### src/rtl/ocsc_params.svh
`ifndef OCSC_PARAMS_SVH
`define OCSC_PARAMS_SVH
// Clock and cycle oscillator
`define OCSC_CLK_MHZ 100
`define OCSC_CYC_KHZ 100
`define OCSC_CYC_PERIOD (`OCSC_CLK_MHZ * 1000 / `OCSC_CYC_KHZ)
// Jitter: peak-to-peak and modulation rate in kHz
`define OCSC_JIT_PP_KHZ 6
`define OCSC_JIT_MOD_KHZ 1
`define OCSC_JIT_OFS (`OCSC_CYC_PERIOD * `OCSC_JIT_PP_KHZ / 2 / `OCSC_CYC_KHZ)
`define OCSC_JIT_HALF (`OCSC_CYC_KHZ / `OCSC_JIT_MOD_KHZ / 2)
`define OCSC_JIT_EVERY 5
`define OCSC_JIT_STEP (2 * `OCSC_JIT_OFS * `OCSC_JIT_EVERY / `OCSC_JIT_HALF)
// Longest on-time as a percentage of the cycle
`define OCSC_MAXDUTY_PCT 65
`define OCSC_MAXDUTY_CYC (`OCSC_CYC_PERIOD * `OCSC_MAXDUTY_PCT / 100)
// Output-low qualification time in microseconds
`define OCSC_QUAL_US 100
`define OCSC_QUAL_CYC (`OCSC_QUAL_US * `OCSC_CLK_MHZ)
// Cycle counts
`define OCSC_MISS_LIMIT 14
`define OCSC_RESTART_CYCLES 20
`define OCSC_HIST_LEN 8
`define OCSC_LVL_TOP 6
`define OCSC_LVL_MID 4
`define OCSC_LVL_LOW 2
// Register map
`define OCSC_REG_CTRL 4'h0
`define OCSC_REG_STATUS 4'h4
`define OCSC_CTRL_EN_BIT 0
`define OCSC_CTRL_CC_BIT 1
`define OCSC_CTRL_RESET 2'h3
`endif

### src/rtl/ocsc_pkg.sv
package ocsc_pkg;
  // Secondary control phases
  typedef enum logic [1:0] {
    CTL_OFF, CTL_HANDSHAKE, CTL_CONTROL, CTL_RESTART
  } ocsc_ctl_t;
  // Four current-limit levels, lowest first
  typedef enum logic [1:0] {
    LIM_LOWEST, LIM_LOW, LIM_HIGH, LIM_HIGHEST
  } ocsc_lim_t;
endpackage

### src/rtl/ocsc_onoff_cycle_skip_control.sv
// Functional notes
// RULE1: Hand back control when output-low holds past the qualify time.
// RULE2: Gate drive turns on only after a requested cycle's forward fall.
// RULE3: Gate drive is blocked while surge is flagged and until it clears.
// RULE4: Switch turns on at an enabled cycle start, off at limit or max duty.
// RULE5: A started switching cycle always completes regardless of feedback.
// RULE6: Free-running cycle clock; feedback is sampled at each cycle start.
// RULE7: Limit level follows the recent pattern of enabled cycles.
// RULE8: Four limit levels, stepped one at a time to stay out of audio.
// RULE9: Gate drive drops just before the next cycle request is sent.
// RULE10: Gate drive drops when the rectifier-off comparator trips.
// RULE11: Excess output current drops every other requested pulse.
// RULE12: In current regulation an output collapse leads to auto-restart.
// RULE13: Switching needs brown-in and is stopped by line overvoltage.
// RULE14: 14 unanswered requests or an unrequested cycle restart handshake.
// RULE15: Cycle clock averages 100 kHz with 6 kHz jitter at 1 kHz rate.
// RULE16: All comparator flags pass a two-flop synchroniser first.
`timescale 1ns/1ps
`default_nettype none
`include "ocsc_params.svh"
module ocsc_onoff_cycle_skip_control
  import ocsc_pkg::*;
#(
  parameter int ADDR_W = 4,
  parameter int QUAL_CYCLES = `OCSC_QUAL_CYC
) (
  input wire logic clk, // 100 MHz clock
  input wire logic resetn, // Async reset, active low
  input wire logic [ADDR_W-1:0] regAddr, // Register byte address
  input wire logic [31:0] regWrData, // Write data
  input wire logic regWrite, // Write strobe
  input wire logic regRead, // Read strobe
  output logic [31:0] regRdData, // Read data, cycle after strobe
  input wire logic feedbackLow, // Output below regulation point
  input wire logic outputLowCmp, // Output below restart level
  input wire logic currentSenseCmp, // Output current over threshold
  input wire logic surgeCmp, // Current sense over surge level
  input wire logic forwardSenseInput, // Winding forward voltage
  input wire logic rectOffCmp, // Rectifier voltage past turn-off
  input wire logic lineBrownIn, // Line above brown-in
  input wire logic lineOverVolt, // Line above overvoltage
  input wire logic currentLimitTrip, // Switch current at limit
  output logic cycleRequest, // One-cycle request to primary
  output logic rectifierGateDrive, // Synchronous rectifier gate
  output logic powerSwitchOn, // Primary switch drive
  output logic [1:0] currentLimitLevel, // Selected limit level
  output logic secondaryInControl // Secondary owns switching
);

  localparam int NSYNC = 9;
  localparam logic [10:0] PER_NOM = 11'(`OCSC_CYC_PERIOD);
  localparam logic [10:0] PER_MIN = 11'(`OCSC_CYC_PERIOD - `OCSC_JIT_OFS);
  localparam logic [10:0] PER_MAX = 11'(`OCSC_CYC_PERIOD + `OCSC_JIT_OFS);
  localparam logic [10:0] JIT_STEP = 11'(`OCSC_JIT_STEP);
  localparam logic [2:0] JIT_EVERY = 3'(`OCSC_JIT_EVERY);
  localparam logic [10:0] MAXDUTY = 11'(`OCSC_MAXDUTY_CYC);
  localparam logic [3:0] MISS_LIMIT = 4'(`OCSC_MISS_LIMIT);
  localparam logic [4:0] RESTART_CYC = 5'(`OCSC_RESTART_CYCLES);
  localparam int HL = `OCSC_HIST_LEN;
  // Count enabled cycles in the history window
  function automatic logic [3:0] onesCount(input logic [HL-1:0] v);
    logic [3:0] n;
    n = 4'h0;
    for (int i = 0; i < HL; i++) begin
      n = n + {3'h0, v[i]};
    end
    return n;
  endfunction
  logic [NSYNC-1:0] syncA_ff;
  logic [NSYNC-1:0] syncB_ff;
  logic fbLowS, outLowS, curSenseS, surgeS, fwdS, rectOffS;
  logic brownInS, overVoltS, limTripS;

  // Two-flop synchroniser for every comparator flag
  always_ff @(posedge clk or negedge resetn) begin
    if (!resetn) begin
      syncA_ff <= '0;
      syncB_ff <= '0;
    end else begin
      syncA_ff <= {feedbackLow, outputLowCmp, currentSenseCmp, surgeCmp,
                   forwardSenseInput, rectOffCmp, lineBrownIn,
                   lineOverVolt, currentLimitTrip}; // RULE16
      syncB_ff <= syncA_ff; // RULE16
    end
  end
  assign {fbLowS, outLowS, curSenseS, surgeS, fwdS, rectOffS,
          brownInS, overVoltS, limTripS} = syncB_ff;
  // State registers
  logic [1:0] ctrl_ff, nxt_ctrl;
  logic [10:0] cycCnt_ff, nxt_cycCnt;
  logic [10:0] period_ff, nxt_period;
  logic jitUp_ff, nxt_jitUp;
  logic [2:0] jitDiv_ff, nxt_jitDiv;
  ocsc_ctl_t ctl_ff, nxt_ctl;
  ocsc_lim_t lim_ff, nxt_lim;
  logic [HL-1:0] hist_ff, nxt_hist;
  logic reqThis_ff, nxt_reqThis;
  logic answered_ff, nxt_answered;
  logic [3:0] missCnt_ff, nxt_missCnt;
  logic [4:0] restartCnt_ff, nxt_restartCnt;
  logic [31:0] qualCnt_ff, nxt_qualCnt;
  logic ccToggle_ff, nxt_ccToggle;
  logic reqPend_ff, nxt_reqPend;
  logic fwdPrev_ff, nxt_fwdPrev;
  logic [10:0] onCnt_ff, nxt_onCnt;
  logic cycleRequest_ff, nxt_cycleRequest;
  logic gate_ff, nxt_gate;
  logic switch_ff, nxt_switch;
  logic surgeBlock_ff, nxt_surgeBlock;
  logic [31:0] rdData_ff, nxt_rdData;
  logic inCtl_ff, nxt_inCtl;
  logic tick, want, req, fwdFall, lineOk;
  logic [3:0] ones;
  ocsc_lim_t target;

  // Next-state logic for the whole control path
  always_comb begin
    nxt_ctrl = ctrl_ff;
    nxt_cycCnt = cycCnt_ff + 11'h001;
    nxt_period = period_ff;
    nxt_jitUp = jitUp_ff;
    nxt_jitDiv = jitDiv_ff;
    nxt_ctl = ctl_ff;
    nxt_lim = lim_ff;
    nxt_hist = hist_ff;
    nxt_reqThis = reqThis_ff;
    nxt_answered = answered_ff;
    nxt_missCnt = missCnt_ff;
    nxt_restartCnt = restartCnt_ff;
    nxt_qualCnt = qualCnt_ff;
    nxt_ccToggle = ccToggle_ff;
    nxt_reqPend = 1'b0;
    nxt_fwdPrev = fwdS;
    nxt_onCnt = onCnt_ff;
    nxt_cycleRequest = reqPend_ff;
    nxt_gate = gate_ff;
    nxt_switch = switch_ff;
    nxt_surgeBlock = surgeS; // RULE3
    nxt_rdData = 32'h0000_0000;
    fwdFall = fwdPrev_ff && !fwdS;
    lineOk = brownInS && !overVoltS; // RULE13
    tick = (cycCnt_ff >= period_ff - 11'h001); // RULE6
    want = 1'b0;
    req = 1'b0;
    ones = onesCount(hist_ff);
    target = LIM_LOWEST;

    // Register writes and reads
    if (regWrite && regAddr == ADDR_W'(`OCSC_REG_CTRL)) begin
      nxt_ctrl = regWrData[1:0];
    end
    if (regRead && regAddr == ADDR_W'(`OCSC_REG_CTRL)) begin
      nxt_rdData = {30'h0, ctrl_ff};
    end else if (regRead && regAddr == ADDR_W'(`OCSC_REG_STATUS)) begin
      nxt_rdData = {22'h0, missCnt_ff, gate_ff, surgeBlock_ff,
                    lim_ff, ctl_ff};
    end

    // Answer tracking: a forward fall marks a primary cycle
    if (fwdFall) begin
      nxt_answered = 1'b1;
      if (ctl_ff == CTL_CONTROL && !reqThis_ff) begin
        nxt_ctl = CTL_HANDSHAKE; // RULE14
      end
    end

    // Rectifier gate: on after a requested fall, off on comparator
    if (fwdFall && reqThis_ff && !surgeS && !surgeBlock_ff) begin
      nxt_gate = 1'b1; // RULE2
    end
    if (rectOffS) begin
      nxt_gate = 1'b0; // RULE10
    end
    if (surgeS || surgeBlock_ff) begin
      nxt_gate = 1'b0; // RULE3
    end

    // Primary switch on-time: ends on limit or max duty
    if (switch_ff) begin
      nxt_onCnt = onCnt_ff + 11'h001;
      if (limTripS || onCnt_ff >= MAXDUTY - 11'h001) begin
        nxt_switch = 1'b0; // RULE4
      end
    end

    // Output-low qualification, also ends current regulation
    if (outLowS && ctl_ff == CTL_CONTROL) begin
      nxt_qualCnt = qualCnt_ff + 32'h1;
      if (qualCnt_ff >= 32'(QUAL_CYCLES) - 32'h1) begin
        nxt_ctl = CTL_RESTART; // RULE1 RULE12
        nxt_restartCnt = 5'h00;
      end
    end else begin
      nxt_qualCnt = 32'h0;
    end

    // Cycle start
    if (tick) begin
      nxt_cycCnt = 11'h000;
      nxt_jitDiv = (jitDiv_ff >= JIT_EVERY - 3'h1) ? 3'h0
                                                   : jitDiv_ff + 3'h1;
      if (jitDiv_ff == 3'h0) begin
        if (jitUp_ff) begin
          nxt_period = period_ff + JIT_STEP; // RULE15
          nxt_jitUp = (period_ff + JIT_STEP < PER_MAX);
        end else begin
          nxt_period = period_ff - JIT_STEP; // RULE15
          nxt_jitUp = (period_ff - JIT_STEP <= PER_MIN);
        end
      end

      // Missed answers to the previous request
      if (reqThis_ff && !(answered_ff || fwdFall) && ctl_ff != CTL_OFF) begin
        nxt_missCnt = missCnt_ff + 4'h1;
        if (missCnt_ff >= MISS_LIMIT - 4'h1) begin
          nxt_ctl = CTL_HANDSHAKE; // RULE14
          nxt_missCnt = 4'h0;
        end
      end else if (reqThis_ff) begin
        nxt_missCnt = 4'h0;
        if (ctl_ff == CTL_HANDSHAKE) begin
          nxt_ctl = CTL_CONTROL;
        end
      end
      nxt_answered = 1'b0;

      // Sample feedback to decide this cycle
      unique case (ctl_ff)
        CTL_OFF: begin
          if (lineOk && ctrl_ff[`OCSC_CTRL_EN_BIT]) begin
            nxt_ctl = CTL_HANDSHAKE;
          end
        end
        CTL_HANDSHAKE: want = 1'b1;
        CTL_CONTROL: want = fbLowS; // RULE6
        CTL_RESTART: begin
          nxt_restartCnt = restartCnt_ff + 5'h01;
          if (restartCnt_ff >= RESTART_CYC - 5'h01) begin
            nxt_ctl = CTL_HANDSHAKE;
          end
        end
      endcase
      if (want && curSenseS && ctrl_ff[`OCSC_CTRL_CC_BIT]) begin
        nxt_ccToggle = !ccToggle_ff;
        want = ccToggle_ff; // RULE11
      end
      req = want && lineOk && ctrl_ff[`OCSC_CTRL_EN_BIT]; // RULE13
      nxt_reqThis = req;
      nxt_hist = {hist_ff[HL-2:0], req};
      if (req) begin
        nxt_gate = 1'b0; // RULE9
        nxt_reqPend = 1'b1;
        nxt_switch = 1'b1; // RULE4
        nxt_onCnt = 11'h000;
      end

      // Limit level: step one level toward the load estimate
      if (ones >= 4'(`OCSC_LVL_TOP)) begin
        target = LIM_HIGHEST; // RULE7
      end else if (ones >= 4'(`OCSC_LVL_MID)) begin
        target = LIM_HIGH;
      end else if (ones >= 4'(`OCSC_LVL_LOW)) begin
        target = LIM_LOW;
      end
      if (target > lim_ff) begin
        nxt_lim = ocsc_lim_t'(lim_ff + 2'h1); // RULE8
      end else if (target < lim_ff) begin
        nxt_lim = ocsc_lim_t'(lim_ff - 2'h1); // RULE8
      end
    end

    // A started cycle runs on; line loss or a cleared enable bit stops new ones
    if (!lineOk || !ctrl_ff[`OCSC_CTRL_EN_BIT]) begin
      nxt_ctl = CTL_OFF; // RULE13 RULE5
    end
    nxt_inCtl = (nxt_ctl == CTL_CONTROL);
  end

  // Register the control path
  always_ff @(posedge clk or negedge resetn) begin
    if (!resetn) begin
      ctrl_ff <= `OCSC_CTRL_RESET;
      cycCnt_ff <= 11'h000;
      period_ff <= PER_NOM;
      jitUp_ff <= 1'b1;
      jitDiv_ff <= 3'h0;
      ctl_ff <= CTL_OFF;
      lim_ff <= LIM_HIGHEST;
      hist_ff <= '0;
      reqThis_ff <= 1'b0;
      answered_ff <= 1'b0;
      missCnt_ff <= 4'h0;
      restartCnt_ff <= 5'h00;
      qualCnt_ff <= 32'h0;
      ccToggle_ff <= 1'b0;
      reqPend_ff <= 1'b0;
      fwdPrev_ff <= 1'b0;
      onCnt_ff <= 11'h000;
      cycleRequest_ff <= 1'b0;
      gate_ff <= 1'b0;
      switch_ff <= 1'b0;
      surgeBlock_ff <= 1'b0;
      rdData_ff <= 32'h0000_0000;
      inCtl_ff <= 1'b0;
    end else begin
      ctrl_ff <= nxt_ctrl;
      cycCnt_ff <= nxt_cycCnt;
      period_ff <= nxt_period;
      jitUp_ff <= nxt_jitUp;
      jitDiv_ff <= nxt_jitDiv;
      ctl_ff <= nxt_ctl;
      lim_ff <= nxt_lim;
      hist_ff <= nxt_hist;
      reqThis_ff <= nxt_reqThis;
      answered_ff <= nxt_answered;
      missCnt_ff <= nxt_missCnt;
      restartCnt_ff <= nxt_restartCnt;
      qualCnt_ff <= nxt_qualCnt;
      ccToggle_ff <= nxt_ccToggle;
      reqPend_ff <= nxt_reqPend;
      fwdPrev_ff <= nxt_fwdPrev;
      onCnt_ff <= nxt_onCnt;
      cycleRequest_ff <= nxt_cycleRequest;
      gate_ff <= nxt_gate;
      switch_ff <= nxt_switch;
      surgeBlock_ff <= nxt_surgeBlock;
      rdData_ff <= nxt_rdData;
      inCtl_ff <= nxt_inCtl;
    end
  end

  // Outputs straight from flip-flops
  assign regRdData = rdData_ff;
  assign cycleRequest = cycleRequest_ff;
  assign rectifierGateDrive = gate_ff;
  assign powerSwitchOn = switch_ff;
  assign currentLimitLevel = lim_ff;
  assign secondaryInControl = inCtl_ff;

endmodule // ocsc_onoff_cycle_skip_control
`default_nettype wire

### config.mk
export PLATFORM = sky130hd
export DESIGN_NAME = ocsc_onoff_cycle_skip_control
export DESIGN_NICKNAME = d
export VERILOG_FILES = /design/src/rtl/ocsc_pkg.sv /design/src/rtl/ocsc_onoff_cycle_skip_control.sv
export VERILOG_INCLUDE_DIRS = /design/src /design/src/rtl
export SDC_FILE = /design/constraint.sdc
export NUM_CORES = 1
export LEC_CHECK = 0
export ABC_AREA = 1
export BUFFER_PORTS_ARGS = -buffer_cell sky130_fd_sc_hd__buf_2
export CORE_MARGIN = 5
export CORE_UTILIZATION = 35
export DETAILED_ROUTE_END_ITERATION = 16
export PLACE_DENSITY = 0.64
export SETUP_SLACK_MARGIN = 0.5
export SLEW_MARGIN = 20
export SYNTH_ARGS = -nofsm -noshare
export SYNTH_HDL_FRONTEND = slang
export SYNTH_SLANG_ARGS = --single-unit
### constraint.sdc
create_clock -name clk -period 12 [get_ports clk]
set_clock_uncertainty 0.2 [all_clocks]
set_input_delay 0.6 -clock clk [delete_from_list [all_inputs] [get_ports clk]]
set_output_delay 0.6 -clock clk [all_outputs]
set_load 0.02 [all_outputs]
==> metrics <==
result of the run finished clean; count of nets left with antenna violations after detail routing 0; fraction of synthesized cell area taken by the top area cell type 41.16%; sum of overflow across all layers after global routing 0; capturing instance or port of the critical path currentLimitLevel[1]; placeable core region 20100 um2; final instance area 8092 um2; RSZ-0062 raised after global routing no; IR drop worst, VDD 0.1167 mV; r2r startpoint hist_ff[0]; number of instances resized during post-cts repair 0; area of the die 23270 um2; portion of the clock cycle consumed by the worst path in the final layout 33.49%; total routing resource utilization after global routing 12.62%; vias after detailed routing 5487; CTS tree built; wire length per cell 12.11 um; worst reg-to-reg setup slack 7980 ps; routability cong. 0.8875; flip-flop cell with the highest count after synthesis dfrtp_1; total number of nets in the final design 979; die width 152.6 um; leak pwr 3.765 nW; fraction of registers with async set or reset after synthesis 100.0%; critical path startpoint category flip-flop; growth of design area from synthesis to finish 13.76%; number of clock sinks seen by CTS 128; Antenna diodes 0; cell area reported after detailed placement 7487 um2; CTS clock-pin slew for the worst setup and hold paths 60 ps; max-slew headroom at the worst pin 41.26%; sequential cell area in the final layout 3217 um2; final number of setup-violating endpoints 0; wire length of the first global-routing pass 24620 um; count of unique library cells instantiated by Yosys 42; synthesized flop and latch total 128; synthesized cell area 7113 um2; EDFF count, synth 0; cell chain of the critical path inv_1, fa_1, fa_1, fa_1, inv_1, ha_1, fa_1, o21a_1, ha_1, inv_1, o21bai_1, nand3_1, nand2_1, nor2_1, xor2_1; Power Dens Cells 122.5 nW/um2; critical path type reg -> reg; endpoint kind of the worst setup timing path flip-flop; slowest cell on the critical path fa_1; max incr delay on CP 500 ps; fin crit period 4019 ps; Clock H-tree levels 4; number of max-cap violations 0; antenna violations before repair 0; proportion of synthesized chip area in sequential cells 45.22%; final setup TNS 0 ps; source of the critical timing path hist_ff[0]; DRC violations left 0; source-to-sink clock delay at the later pin of the worst-skew pair 420 ps; Post-DP HPWL 10190 um; Detailed Route Iter0 Violations 329; top post-synthesis cells by area dfrtp_1, nand2_1, nor2_1; detailed-route vias per instance 4.662; buffer depth of the longest clock path 2; leading cell types by count after synthesis nand2_1, nor2_1, dfrtp_1; final hold viol count 0; number of max-slew violations in the final report 0; die span in y 152.6 um; crit-path max FO 6; fillers 2004; worst hold-check path type in -> async; number of warnings issued by yosys 0; top cell type by total area after synthesis dfrtp_1; total I/O pin count 87; buffers inserted during post-CTS setup optimization 0; number of cells traversed by the worst register-to-register path 15; effective utilization at floorplan 35.38%; number of hold buffers added after cts 0; fraction of final layout cells sized beyond drive strength 1 12.90%; Final Routed Wirelength 14250 um; cell with the most instances on the worst path fa_1; CTS buffer count 17; terminus of the critical flop-to-flop path currentLimitLevel[1]; area taken by multi-input logic gates 3313 um2; maximum number of pins on one net before global-route repair 80; synthesized netlist cell count 852; CP Data Arrival Time 4160 ps; clock root buffer clkbuf_16; highest clock rate 0.2488 GHz; number of iterations in the first detailed-routing pass 4; required time worst endpoint 12140 ps; PortBufs 34; vias in the first global route 5359; most used standard cell by instance count after synthesis nand2_1; site row count 52; Tightest Pin Transition 879.0 ps; average instance area after synthesis 8.349 um2
==> report_power, final <==
part           leakage, nW  switching, mW  internal (mW)
Combinational         1.80         0.0185        0.00411
Sequential            1.68        0.00183          0.438
Clock                0.287          0.195          0.333
==> critical path, delay by kind of cell, from the launching register on <==
| family | cells | cell delay (ps) |
|---|---|---|
| AOI/OAI and AO/OA | 2 | 370 |
| xor gates and xnor gates | 1 | 140 |
| adders and majority gates | 6 | 2310 |
| buffers and inverters | 3 | 260 |
| DFF | 1 | 380 |
| and+or+nand+nor | 3 | 280 |
==> cells in the final DEF, fill, tap and decap left out, drive strengths merged, types with 2 or more instances in the layout <==
| cell | synthesis | final |
|---|---|---|
| a211oi | 2 | 2 |
| nor4 | 8 | 8 |
| nand2 | 148 | 148 |
| fa | 4 | 4 |
| nor2 | 131 | 131 |
| conb | 1 | 22 |
| nor3 | 35 | 35 |
| o21a | 2 | 2 |
| clkinv | 0 | 4 |
| a21oi | 27 | 27 |
| clkbuf | 4 | 20 |
| nor3b | 7 | 7 |
| dfrtp | 117 | 117 |
| bufinv | 0 | 3 |
| o21ai | 41 | 41 |
| xnor2 | 5 | 5 |
| nand4 | 18 | 18 |
| or2 | 3 | 3 |
| buf | 29 | 35 |
| dfstp | 11 | 11 |
| clkinvlp | 0 | 3 |
| o22ai | 3 | 3 |
| inv | 116 | 118 |
| ha | 32 | 32 |
| nand3 | 49 | 49 |
| o211ai | 3 | 3 |
| xor2 | 51 | 51 |
==> cells by family after synthesis <==
kind of cell | after synthesis | synth area share (%)
AND/OR/NAND/NOR | 401 | 25.56
buffers and inverters | 149 | 9.305
flip-flops | 128 | 45.22
AO/OA/AOI/OAI | 81 | 6.209
XOR/XNOR | 56 | 6.895
adder cells (fa/ha/maj) | 36 | 6.755
other | 1 | 0.05272
==> sequential cells by signal, summed over array words and instances (netlist names), 2 cells and up <==
name and flops:
period_ff 10, ctl_ff 2, regRdData 10, restartCnt_ff 5, syncB_ff 9, cycCnt_ff 11, jitDiv_ff 3, hist_ff 8
onCnt_ff 11, qualCnt_ff 32, syncA_ff 9, missCnt_ff 4, currentLimitLevel 2, ctrl_ff 2
==> per-stage QoR <==
step                cells  hold WS (ps)  total power [mW]  util, %  setup WS (ps)
floorplan             873         104.4            0.4621        -           8223
global placement     1145         132.3            0.4702    37.24           8015
detailed placement   1145         134.7            0.4707    37.24           7977
CTS                  1177         54.81             1.002    40.25           7968
global route         1177         64.30             1.024    40.25           7697
finish               1177         14.48            0.9908    40.25           7981
==> worst min path at each step <==
| stage | cells past startpoint | slack, ps | endpoint | startpoint |
|---|---|---|---|---|
| 2_1_floorplan | 0 | 100 | answered_ff | resetn |
| 3_3_place_gp | 0 | 130 | syncB_ff[5] | syncA_ff[5] |
| 3_5_place_dp | 0 | 130 | syncB_ff[4] | syncA_ff[4] |
| 4_1_cts | 1 | 50 | qualCnt_ff[20] | resetn |
| 5_1_grt | 1 | 60 | syncA_ff[6] | currentSenseCmp |
| 6_report | 1 | 10 | qualCnt_ff[20] | resetn |
==> cell type report <==
cell class	instances	share of cell area, %
multi-input cells	596	40.95
inverters	116	5.381
flip-flops and latches	128	39.76
clock inverters	12	1.948
well taps	270	4.175
repair buffers	35	2.273
clock buffers	20	5.520
==> per-layer routing <==
metal | wire length, um | up-vias | part of all wire, % | GRT usage (%)
li1 | - | 2770 | - | -
met1 | 6697 | 2595 | 47 | 16.22
met2 | 6769 | 109 | 47 | 20.80
met3 | 564 | 13 | 4.0 | 3.266
met4 | 220 | 0 | 1.5 | 4.243
met5 | 0 | - | 0 | 0
No activity file was read; power rests on OpenSTA's default activity.
